### src/frtc_pkg.sv
package frtc_pkg;
  // register map
  localparam logic [7:0] FLAG_CFG_OFS = 8'h0E;
  localparam logic [7:0] BLANK_CFG_OFS = 8'h0F;
  localparam logic [7:0] STATUS_OFS = 8'h30;
  localparam logic [7:0] FLAG_CFG_RST = 8'h00;
  localparam logic [7:0] BLANK_CFG_RST = 8'h00;

  // flag configuration fields
  localparam int unsigned OV_IGNORE_BIT = 7;
  localparam int unsigned OV_RELOAD_BIT = 6;
  localparam int unsigned OV_DEB_BIT = 5;
  localparam int unsigned OCP_DLY_LSB = 2;
  localparam int unsigned OCP_DLY_W = 3;
  localparam int unsigned REEN_LSB = 0;
  localparam int unsigned REEN_W = 2;

  // blanking fields; bits 6..0 follow the order of the blankable fault vector
  localparam int unsigned BLANK_SR_BIT = 7;
  localparam int unsigned NUM_BLANKABLE = 7;
  localparam int unsigned FAST_CS1_IDX = 0;
  localparam int unsigned ACC_CS1_IDX = 1;
  localparam int unsigned ACC_CS2_IDX = 2;
  // faults that shut down at once, their own debounce being done upstream
  localparam logic [6:0] IMM_MASK = 7'h79;

  // timing
  localparam int unsigned CLK_MHZ = 50;
  localparam int unsigned TMR_W = 28;
  localparam int unsigned OV_DEB_SHORT_US = 2;
  localparam int unsigned OV_DEB_LONG_US = 500;
  localparam int unsigned OCP_DLY_US [8] = '{1300, 13000, 130000, 260000, 600000, 1300000, 2000000, 2600000};
  localparam int unsigned REEN_DLY_MS [4] = '{500, 1000, 2000, 4000};
  localparam logic [TMR_W-1:0] OV_DEB_SHORT_CYC = TMR_W'(OV_DEB_SHORT_US * CLK_MHZ);

  function automatic logic [TMR_W-1:0] frtc_us_cyc(input int unsigned us);
    return TMR_W'(us * CLK_MHZ);
  endfunction

  // gray coded along soft -> run -> shut -> reenable -> reload
  typedef enum logic [2:0] {
    ST_SOFT = 3'h0,
    ST_RUN = 3'h1,
    ST_SHUT = 3'h3,
    ST_REEN = 3'h2,
    ST_LOAD = 3'h6
  } frtc_state_t;
endpackage

### src/frtc_cfg_if.sv
interface frtc_cfg_if;
  logic [7:0] flag_cfg;
  logic [7:0] blank_cfg;
  modport regs (output flag_cfg, output blank_cfg);
  modport core (input flag_cfg, input blank_cfg);
endinterface

### src/frtc_top.sv
// Operation
// - With the ignore bit set, the io-supply and core-supply overvoltage flags have no effect.
// - With the reload bit set, a restart after shutdown first downloads the nonvolatile setup; cleared, it does not.
// - The supply overvoltage debounce before shutdown is 500 us with the debounce bit set and 2 us with it cleared.
// - An accurate overcurrent flag on either channel acts only after the delay chosen by the three-bit delay field.
// - After a shutdown the supply restarts only after the reenable delay chosen by the two-bit field.
// - With blank bit 7 set, both rectifier drives stay off until soft start ends.
// - With blank bit 6 set, the overtemperature flag is ignored until soft start ends.
// - With blank bit 5 set, the external fault input is ignored until soft start ends.
// - With blank bit 4 set, the local overvoltage flag is ignored until soft start ends.
// - With blank bit 3 set, the load overvoltage flag is ignored until soft start ends.
// - With blank bit 2 set, the second channel accurate overcurrent flag is ignored until soft start ends.
// - With blank bit 1 set, the first channel accurate overcurrent flag is ignored until soft start ends.
// - With blank bit 0 set, the first channel fast overcurrent flag is ignored until soft start ends.
// - A fault not held off re-enables the supply by itself once cleared, after the reenable delay.
//
// The address-and-strobe port was decided locally.
module frtc_top import frtc_pkg::*; #(
  parameter logic [TMR_W-1:0] OV_DEB_LONG_CYC = frtc_us_cyc(OV_DEB_LONG_US),
  parameter logic [TMR_W-1:0] OCP_DLY_CYC [8] = '{
    frtc_us_cyc(OCP_DLY_US[0]), frtc_us_cyc(OCP_DLY_US[1]), frtc_us_cyc(OCP_DLY_US[2]),
    frtc_us_cyc(OCP_DLY_US[3]), frtc_us_cyc(OCP_DLY_US[4]), frtc_us_cyc(OCP_DLY_US[5]),
    frtc_us_cyc(OCP_DLY_US[6]), frtc_us_cyc(OCP_DLY_US[7])},
  parameter logic [TMR_W-1:0] REEN_DLY_CYC [4] = '{
    frtc_us_cyc(REEN_DLY_MS[0] * 1000), frtc_us_cyc(REEN_DLY_MS[1] * 1000),
    frtc_us_cyc(REEN_DLY_MS[2] * 1000), frtc_us_cyc(REEN_DLY_MS[3] * 1000)}
) (
  // clock and reset
  input wire logic CLK_SYS,
  input wire logic RST_N,
  // register port
  input wire logic [7:0] REG_ADDR,
  input wire logic [7:0] REG_WDATA,
  input wire logic REG_WR,
  input wire logic REG_RD,
  output logic [7:0] REG_RDATA,
  // fault flags from the monitors
  input wire logic IO_SUPPLY_OVERVOLTAGE,
  input wire logic CORE_SUPPLY_OVERVOLTAGE,
  input wire logic CURRENT_SENSE_FIRST_FAST_OCP,
  input wire logic CURRENT_SENSE_FIRST_ACC_OCP,
  input wire logic CURRENT_SENSE_SECOND_ACC_OCP,
  input wire logic LOAD_OVERVOLTAGE_PROTECTION,
  input wire logic LOCAL_OVERVOLTAGE_PROTECTION,
  input wire logic EXTERNAL_FAULT_INPUT,
  input wire logic OVERTEMPERATURE,
  // restart control
  input wire logic FAULT_HOLD_OFF,
  input wire logic SUPPLY_RESTART,
  input wire logic SOFTSTART_DONE,
  input wire logic NVM_LOAD_DONE,
  // power stage control
  output logic POWER_OFF,
  output logic SYNC_RECTIFIER_DRIVE_A_EN,
  output logic SYNC_RECTIFIER_DRIVE_B_EN,
  output logic NVM_RELOAD_REQ
);
  logic [1:0] rst_sync_ff;
  logic rst_n;
  frtc_cfg_if cfg ();
  frtc_state_t state_ff;
  frtc_state_t nxt_state;
  logic off_ff;
  logic nxt_off;
  logic sr_ff;
  logic nxt_sr;
  logic [6:0] flt_raw;
  logic [6:0] flt_qual;
  logic blank_active;
  logic running;
  logic ov_any;
  logic ov_run;
  logic ov_exp;
  logic ocp_run;
  logic ocp_exp;
  logic reen_exp;
  logic imm_fault;
  logic trip;
  logic fault_present;
  logic [TMR_W-1:0] ov_limit;
  logic [TMR_W-1:0] ocp_limit;
  logic [TMR_W-1:0] reen_limit;
  logic [7:0] status;

  // reset release through two flip-flops
  always_ff @(posedge CLK_SYS or negedge RST_N) begin
    if (!RST_N) begin
      rst_sync_ff <= 2'h0;
    end else begin
      rst_sync_ff <= {rst_sync_ff[0], 1'b1};
    end
  end
  assign rst_n = rst_sync_ff[1];

  frtc_regs u_regs (
    .clk(CLK_SYS),
    .rst_n(rst_n),
    .addr(REG_ADDR),
    .wdata(REG_WDATA),
    .wr(REG_WR),
    .rd(REG_RD),
    .rdata(REG_RDATA),
    .status(status),
    .cfg(cfg.regs)
  );

  // blanking window is the soft-start state itself
  assign blank_active = (state_ff == ST_SOFT);
  assign running = (state_ff == ST_SOFT) || (state_ff == ST_RUN);

  assign flt_raw = {OVERTEMPERATURE, EXTERNAL_FAULT_INPUT, LOCAL_OVERVOLTAGE_PROTECTION,
                    LOAD_OVERVOLTAGE_PROTECTION, CURRENT_SENSE_SECOND_ACC_OCP,
                    CURRENT_SENSE_FIRST_ACC_OCP, CURRENT_SENSE_FIRST_FAST_OCP};

  // per-flag soft-start blanking
  genvar gi;
  generate
    for (gi = 0; gi < NUM_BLANKABLE; gi++) begin : g_blank
      assign flt_qual[gi] = flt_raw[gi] && !(blank_active && cfg.blank_cfg[gi]); // to

    end
  endgenerate

  // supply overvoltage path and its debounce
  assign ov_any = !cfg.flag_cfg[OV_IGNORE_BIT] && (IO_SUPPLY_OVERVOLTAGE || CORE_SUPPLY_OVERVOLTAGE);
  assign ov_run = running && ov_any;
  assign ov_limit = cfg.flag_cfg[OV_DEB_BIT] ? OV_DEB_LONG_CYC : OV_DEB_SHORT_CYC;

  frtc_timer u_ov_tmr (
    .clk(CLK_SYS),
    .rst_n(rst_n),
    .run(ov_run),
    .limit(ov_limit),
    .expired(ov_exp)
  );

  // accurate overcurrent delay, shared by both channels
  assign ocp_run = running && (flt_qual[ACC_CS1_IDX] || flt_qual[ACC_CS2_IDX]);
  assign ocp_limit = OCP_DLY_CYC[cfg.flag_cfg[OCP_DLY_LSB +: OCP_DLY_W]];

  frtc_timer u_ocp_tmr (
    .clk(CLK_SYS),
    .rst_n(rst_n),
    .run(ocp_run),
    .limit(ocp_limit),
    .expired(ocp_exp)
  );

  // reenable delay after shutdown
  assign reen_limit = REEN_DLY_CYC[cfg.flag_cfg[REEN_LSB +: REEN_W]];

  frtc_timer u_reen_tmr (
    .clk(CLK_SYS),
    .rst_n(rst_n),
    .run(state_ff == ST_REEN),
    .limit(reen_limit),
    .expired(reen_exp)
  );

  assign imm_fault = |(flt_qual & IMM_MASK);
  assign trip = running && (imm_fault || ov_exp || ocp_exp);
  assign fault_present = (|flt_raw) || ov_any;

  // supply sequencing
  always_comb begin
    nxt_state = state_ff;
    case (state_ff)
      ST_SOFT: begin
        if (trip) begin
          nxt_state = ST_SHUT;
        end else if (SOFTSTART_DONE) begin
          nxt_state = ST_RUN;
        end
      end
      ST_RUN: begin
        if (trip) begin
          nxt_state = ST_SHUT;
        end
      end
      ST_SHUT: begin
        if (!fault_present && (!FAULT_HOLD_OFF || SUPPLY_RESTART)) begin
          nxt_state = ST_REEN;
        end
      end
      ST_REEN: begin
        if (reen_exp) begin
          nxt_state = cfg.flag_cfg[OV_RELOAD_BIT] ? ST_LOAD : ST_SOFT;
        end
      end
      ST_LOAD: begin
        if (NVM_LOAD_DONE) begin
          nxt_state = ST_SOFT;
        end
      end
      default: nxt_state = ST_SHUT;
    endcase
    nxt_off = (nxt_state == ST_SHUT) || (nxt_state == ST_REEN) || (nxt_state == ST_LOAD);
    nxt_sr = (nxt_state == ST_RUN) || ((nxt_state == ST_SOFT) && !cfg.blank_cfg[BLANK_SR_BIT]);
  end

  always_ff @(posedge CLK_SYS or negedge rst_n) begin
    if (!rst_n) begin
      state_ff <= ST_SOFT;
      off_ff <= 1'b0;
      sr_ff <= 1'b0;
    end else begin
      state_ff <= nxt_state;
      off_ff <= nxt_off;
      sr_ff <= nxt_sr;
    end
  end

  assign POWER_OFF = off_ff;
  assign SYNC_RECTIFIER_DRIVE_A_EN = sr_ff;
  assign SYNC_RECTIFIER_DRIVE_B_EN = sr_ff;
  assign NVM_RELOAD_REQ = (state_ff == ST_LOAD);
  assign status = {sr_ff, off_ff, blank_active, ocp_run, ov_run, state_ff};
endmodule

### src/frtc_timer.sv
module frtc_timer import frtc_pkg::*; (
  // clock and reset
  input wire logic clk,
  input wire logic rst_n,
  // control
  input wire logic run,
  input wire logic [TMR_W-1:0] limit,
  // result
  output logic expired
);
  logic [TMR_W-1:0] cnt_ff;
  logic [TMR_W-1:0] nxt_cnt;

  // counts cycles while run is high, restarts whenever run drops
  always_comb begin
    nxt_cnt = cnt_ff;
    if (!run) begin
      nxt_cnt = '0;
    end else if (cnt_ff < limit) begin
      nxt_cnt = cnt_ff + TMR_W'(1);
    end
  end

  always_ff @(posedge clk or negedge rst_n) begin
    if (!rst_n) begin
      cnt_ff <= '0;
    end else begin
      cnt_ff <= nxt_cnt;
    end
  end

  assign expired = run && (cnt_ff >= limit);
endmodule

### src/frtc_regs.sv
module frtc_regs import frtc_pkg::*; (
  // clock and reset
  input wire logic clk,
  input wire logic rst_n,
  // register port
  input wire logic [7:0] addr,
  input wire logic [7:0] wdata,
  input wire logic wr,
  input wire logic rd,
  output logic [7:0] rdata,
  // block state
  input wire logic [7:0] status,
  frtc_cfg_if.regs cfg
);
  logic [7:0] flag_ff;
  logic [7:0] blank_ff;
  logic [7:0] rdata_ff;
  logic [7:0] nxt_flag;
  logic [7:0] nxt_blank;
  logic [7:0] nxt_rdata;

  // writes to unmapped offsets are dropped, unmapped reads return zero
  always_comb begin
    nxt_flag = flag_ff;
    nxt_blank = blank_ff;
    nxt_rdata = 8'h00;
    if (wr && addr == FLAG_CFG_OFS) begin
      nxt_flag = wdata;
    end
    if (wr && addr == BLANK_CFG_OFS) begin
      nxt_blank = wdata;
    end
    if (rd) begin
      case (addr)
        FLAG_CFG_OFS: nxt_rdata = flag_ff;
        BLANK_CFG_OFS: nxt_rdata = blank_ff;
        STATUS_OFS: nxt_rdata = status;
        default: nxt_rdata = 8'h00;
      endcase
    end
  end

  always_ff @(posedge clk or negedge rst_n) begin
    if (!rst_n) begin
      flag_ff <= FLAG_CFG_RST;
      blank_ff <= BLANK_CFG_RST;
      rdata_ff <= 8'h00;
    end else begin
      flag_ff <= nxt_flag;
      blank_ff <= nxt_blank;
      rdata_ff <= nxt_rdata;
    end
  end

  assign rdata = rdata_ff;
  assign cfg.flag_cfg = flag_ff;
  assign cfg.blank_cfg = blank_ff;
endmodule

### config.mk
export PLATFORM = sky130hd
export DESIGN_NAME = frtc_top
export DESIGN_NICKNAME = d
export VERILOG_FILES = /design/src/frtc_pkg.sv /design/src/frtc_cfg_if.sv /design/src/frtc_top.sv /design/src/frtc_timer.sv /design/src/frtc_regs.sv
export SDC_FILE = /design/constraint.sdc
export NUM_CORES = 1
export LEC_CHECK = 0
export ABC_AREA = 1
export BUFFER_PORTS_ARGS = -buffer_cell sky130_fd_sc_hd__clkbuf_2
export CORE_ASPECT_RATIO = 1.25
export CORE_MARGIN = 1
export CORE_UTILIZATION = 32
export CTS_BUF_LIST = sky130_fd_sc_hd__clkbuf_4 sky130_fd_sc_hd__clkbuf_8
export CTS_CLUSTER_DIAMETER = 150
export DETAILED_ROUTE_END_ITERATION = 16
export SLEW_MARGIN = 5
export SYNTH_ARGS = -nofsm -noshare
export SYNTH_HDL_FRONTEND = slang
export SYNTH_SLANG_ARGS = --single-unit
export TNS_END_PERCENT = 100
### constraint.sdc
create_clock -name CLK_SYS -period 4.9 [get_ports CLK_SYS]
set_input_delay 0.735 -clock CLK_SYS [delete_from_list [all_inputs] [get_ports CLK_SYS]]
set_output_delay 0.735 -clock CLK_SYS [all_outputs]
set_load 0.005 [all_outputs]
==> results.sh <==
export IMPL_status="completed"
export IMPL_numCtsBuffers=17
export IMPL_startpoint_type="register"
export IMPL_dpl_hpwl_um=15500
export IMPL_finalHoldViolCount=0
export IMPL_synth_top_cell_by_area="dfrtp_1"
export IMPL_place_port_buffers=44
export IMPL_grt_max_degree=67
export IMPL_die_w_um=139
export IMPL_die_h_um=173
export IMPL_rsz0062_at_grt="false"
export IMPL_path_clk_slew_ns=0.07
export IMPL_first_global_vias=6609
export IMPL_slew_violations=0
export IMPL_nets=1167
export IMPL_initial_core_util_pct=32.6
export IMPL_synth_main_ff_cell="dfrtp_1"
export IMPL_cts_resized=0
export IMPL_vias_per_cell=5.00
export IMPL_synth_avg_cell_area_um2=7.36
export IMPL_cts_root_buf="clkbuf_8"
export IMPL_drc=0
export IMPL_worst_path_buf_inv=3
export IMPL_critPathCaptureType="register"
export IMPL_pin_count=45
export IMPL_utilization_pct=36.9
export IMPL_slowest_stage="dfrtp_1"
export IMPL_synth_distinct_cells=43
export IMPL_setup_worst_path_class="register to register"
export IMPL_synth_seq_cells=115
export IMPL_layout_common_cells="nand2_1, inv_1, nor2_1, dfrtp_1, o21ai_0"
export IMPL_final_common_cell="nand2_1"
export IMPL_die_area_um2=24100
export IMPL_cp_arrival_ns=3.59
export IMPL_crit_family="simple AND/OR/NAND/NOR gates"
export IMPL_grt_pass1_wl_um=32800
export IMPL_drive_gt1_share_pct=9.94
export IMPL_cp_cell_sequence="inv_1 > ha_1 > nor2_1 > a21oi_1 > ha_1 > nand2_1 > inv_1 > nand2_1 > nand2_1 > nand2_1 > nand3_1 > nand2_1 > nand3_2 > inv_1 > nand3_1 > nor2_1 > nand2_1 > nand2_1 > nor2_1"
export IMPL_ys_seq_area_share_pct=38.3
export IMPL_nFillCells=2416
export IMPL_grt_antenna_before_repair=0
export IMPL_finClkSkew_ns=0.0121
export IMPL_async_flop_share_pct=100
export IMPL_cp_max_fo=12
export IMPL_num_rows=62
export IMPL_synth_nets=1114
export IMPL_core_um2=23000
export IMPL_drt_pass1_iterations=8
export IMPL_clockBufferDepth=2
export IMPL_syn_to_final_growth_pct=13.1
export IMPL_setup_viol=0
export IMPL_max_freq_mhz=306
export IMPL_clock_sinks=115
export IMPL_slew_headroom_pct=36.3
export IMPL_fin_crit_sh_pct=66.7
export IMPL_netlist_instances=1020
export IMPL_clk_latency_ns=0.44
export IMPL_finalSetupTns_ns=0
export IMPL_synth_edf_count=0
export IMPL_synth_area_um2=7510
export IMPL_max_stage_delay_ns=0.50
export IMPL_ctsHoldBuffers=0
export IMPL_synth_top_area_share_pct=38.3
export IMPL_ant_nets=0
export IMPL_hold_slack_ns=0.0654
export IMPL_crit_required_ns=5.22
export IMPL_track_usage_pct=17.5
export IMPL_cts_tree="done"
export IMPL_drt_initial_drc_count=411
export IMPL_synthTopCellsByArea="dfrtp_1, nand2_1, ha_1, inv_1, nor2_1"
export IMPL_path_common_cell="nand2_1"
export IMPL_h_tree_depth=4
export IMPL_worstMarginPinSlew_ns=0.948
export IMPL_ir_worst_vdd_mv=0.177
export IMPL_p_per_area_nw_per_um2=286
export IMPL_wirelength_um=20200
export IMPL_maxCapViolCount=0
export IMPL_grt_overflow=0
export IMPL_hold_path_class="primary input to async pin"
export IMPL_routedWlPerCell_um=14.7
export IMPL_globalplace_congestion=0.890
export IMPL_n_antenna_cell=0
export IMPL_cts_setup_buffers=0
export IMPL_ys_warn_count=0
export IMPL_vias=6868
export IMPL_period_needed_ns=3.27
export IMPL_p_leak_nw=3.97
[worst paths after layout]
kind | start | endpoint | slack (ns) | cells past startpoint
setup / recovery | u_regs.cfg.flag_cfg[2] | u_ocp_tmr.cnt_ff[6] | 1.63 | 19
hold / removal | RST_N | rst_sync_ff[1] | 0.07 | 1
setup reg to reg | u_regs.cfg.flag_cfg[2] | u_ocp_tmr.cnt_ff[6] | 1.63 | 19
hold reg to reg | rst_sync_ff[0] | rst_sync_ff[1] | 0.36 | 0
max in group asynchronous | rst_sync_ff[1] | u_ocp_tmr.cnt_ff[0] | 3.25 | 1
min in group CLK_SYS | rst_sync_ff[0] | rst_sync_ff[1] | 0.36 | 0
[cell families (layout without fill, tap and decap cells)]
logic type,count (synthesis),count (layout),share of synthesized area [%]
other,1,1,0.0499
AND/OR/NAND/NOR,499,499,29.3
adder cells (fa/ha/maj),61,61,10.2
multiplexers,1,1,0.150
buffers and inverters,167,233,8.55
flip-flops,115,115,38.3
AO/OA/AOI/OAI,164,164,12.1
XOR/XNOR,12,12,1.40
[power by group]
group          total [mW]  internal, mW  switching, mW
Clock               0.998         0.595          0.403
Sequential           1.03         0.985         0.0482
Combinational       0.398         0.126          0.271
[metal layers]
metal / part of all wire [%] / GRT usage (%) / vias to the layer above
met4: 3.2 / 7.82 / 0
met1: 42 / 20.4 / 3206
met2: 50 / 30.6 / 154
met3: 4.2 / 3.95 / 44
met5: 0 / 0 / -
li1: - / - / 3464
[worst register-to-register path, delay by kind of cell (launching register included)]
kind | cells | cell delay, ns
compound gates | 1 | 0.09
flops | 1 | 0.50
simple gates | 13 | 1.31
fa+ha+maj | 2 | 0.66
buf+inv | 3 | 0.59
[final cells by class]
class | instances | area, µm² | area share, %
clock buffer | 23 | 285 | 3.36
clock inverter | 9 | 154 | 1.81
inverter | 153 | 574 | 6.76
multi-input combinational | 738 | 3990 | 47.0
sequential | 115 | 2880 | 33.9
tap | 288 | 360 | 4.24
timing repair buffer | 48 | 250 | 2.95
[flip-flops by register name, summed over array words and instances, names as in the netlist]
register	count
SYNC_RECTIFIER_DRIVE_A_EN	1
rst_sync_ff	2
u_regs.cfg.flag_cfg	8
state_ff	3
u_ov_tmr.cnt_ff	28
POWER_OFF	1
u_regs.rdata	8
u_reen_tmr.cnt_ff	28
u_regs.cfg.blank_cfg	8
u_ocp_tmr.cnt_ff	28
[stage by stage]
| stage | area, µm² | instances | total power, mW | worst slack, ns |
|---|---|---|---|---|
| 5_1_grt | 8490 | 1374 | 2.57 | 1.26 |
| 6_report | 8490 | 1374 | 2.43 | 1.63 |
| 3_5_place_dp | 8060 | 1342 | 1.45 | 1.71 |
| 3_3_place_gp | 8060 | 1342 | 1.45 | 1.80 |
| 2_1_floorplan | 7510 | 1020 | 1.32 | 1.46 |
| 4_1_cts | 8490 | 1374 | 2.47 | 1.65 |
[cell usage after synthesis (11+ instances only)]
cell,count
ha_1,61
inv_1,147
nor4_1,12
a21oi_1,55
nand3_1,52
nor2_1,124
o31ai_1,11
nand4_1,29
o21ai_0,70
dfrtp_1,115
nor3_1,32
nand2_1,225
Note: power is estimated with default switching activity, not from simulation.
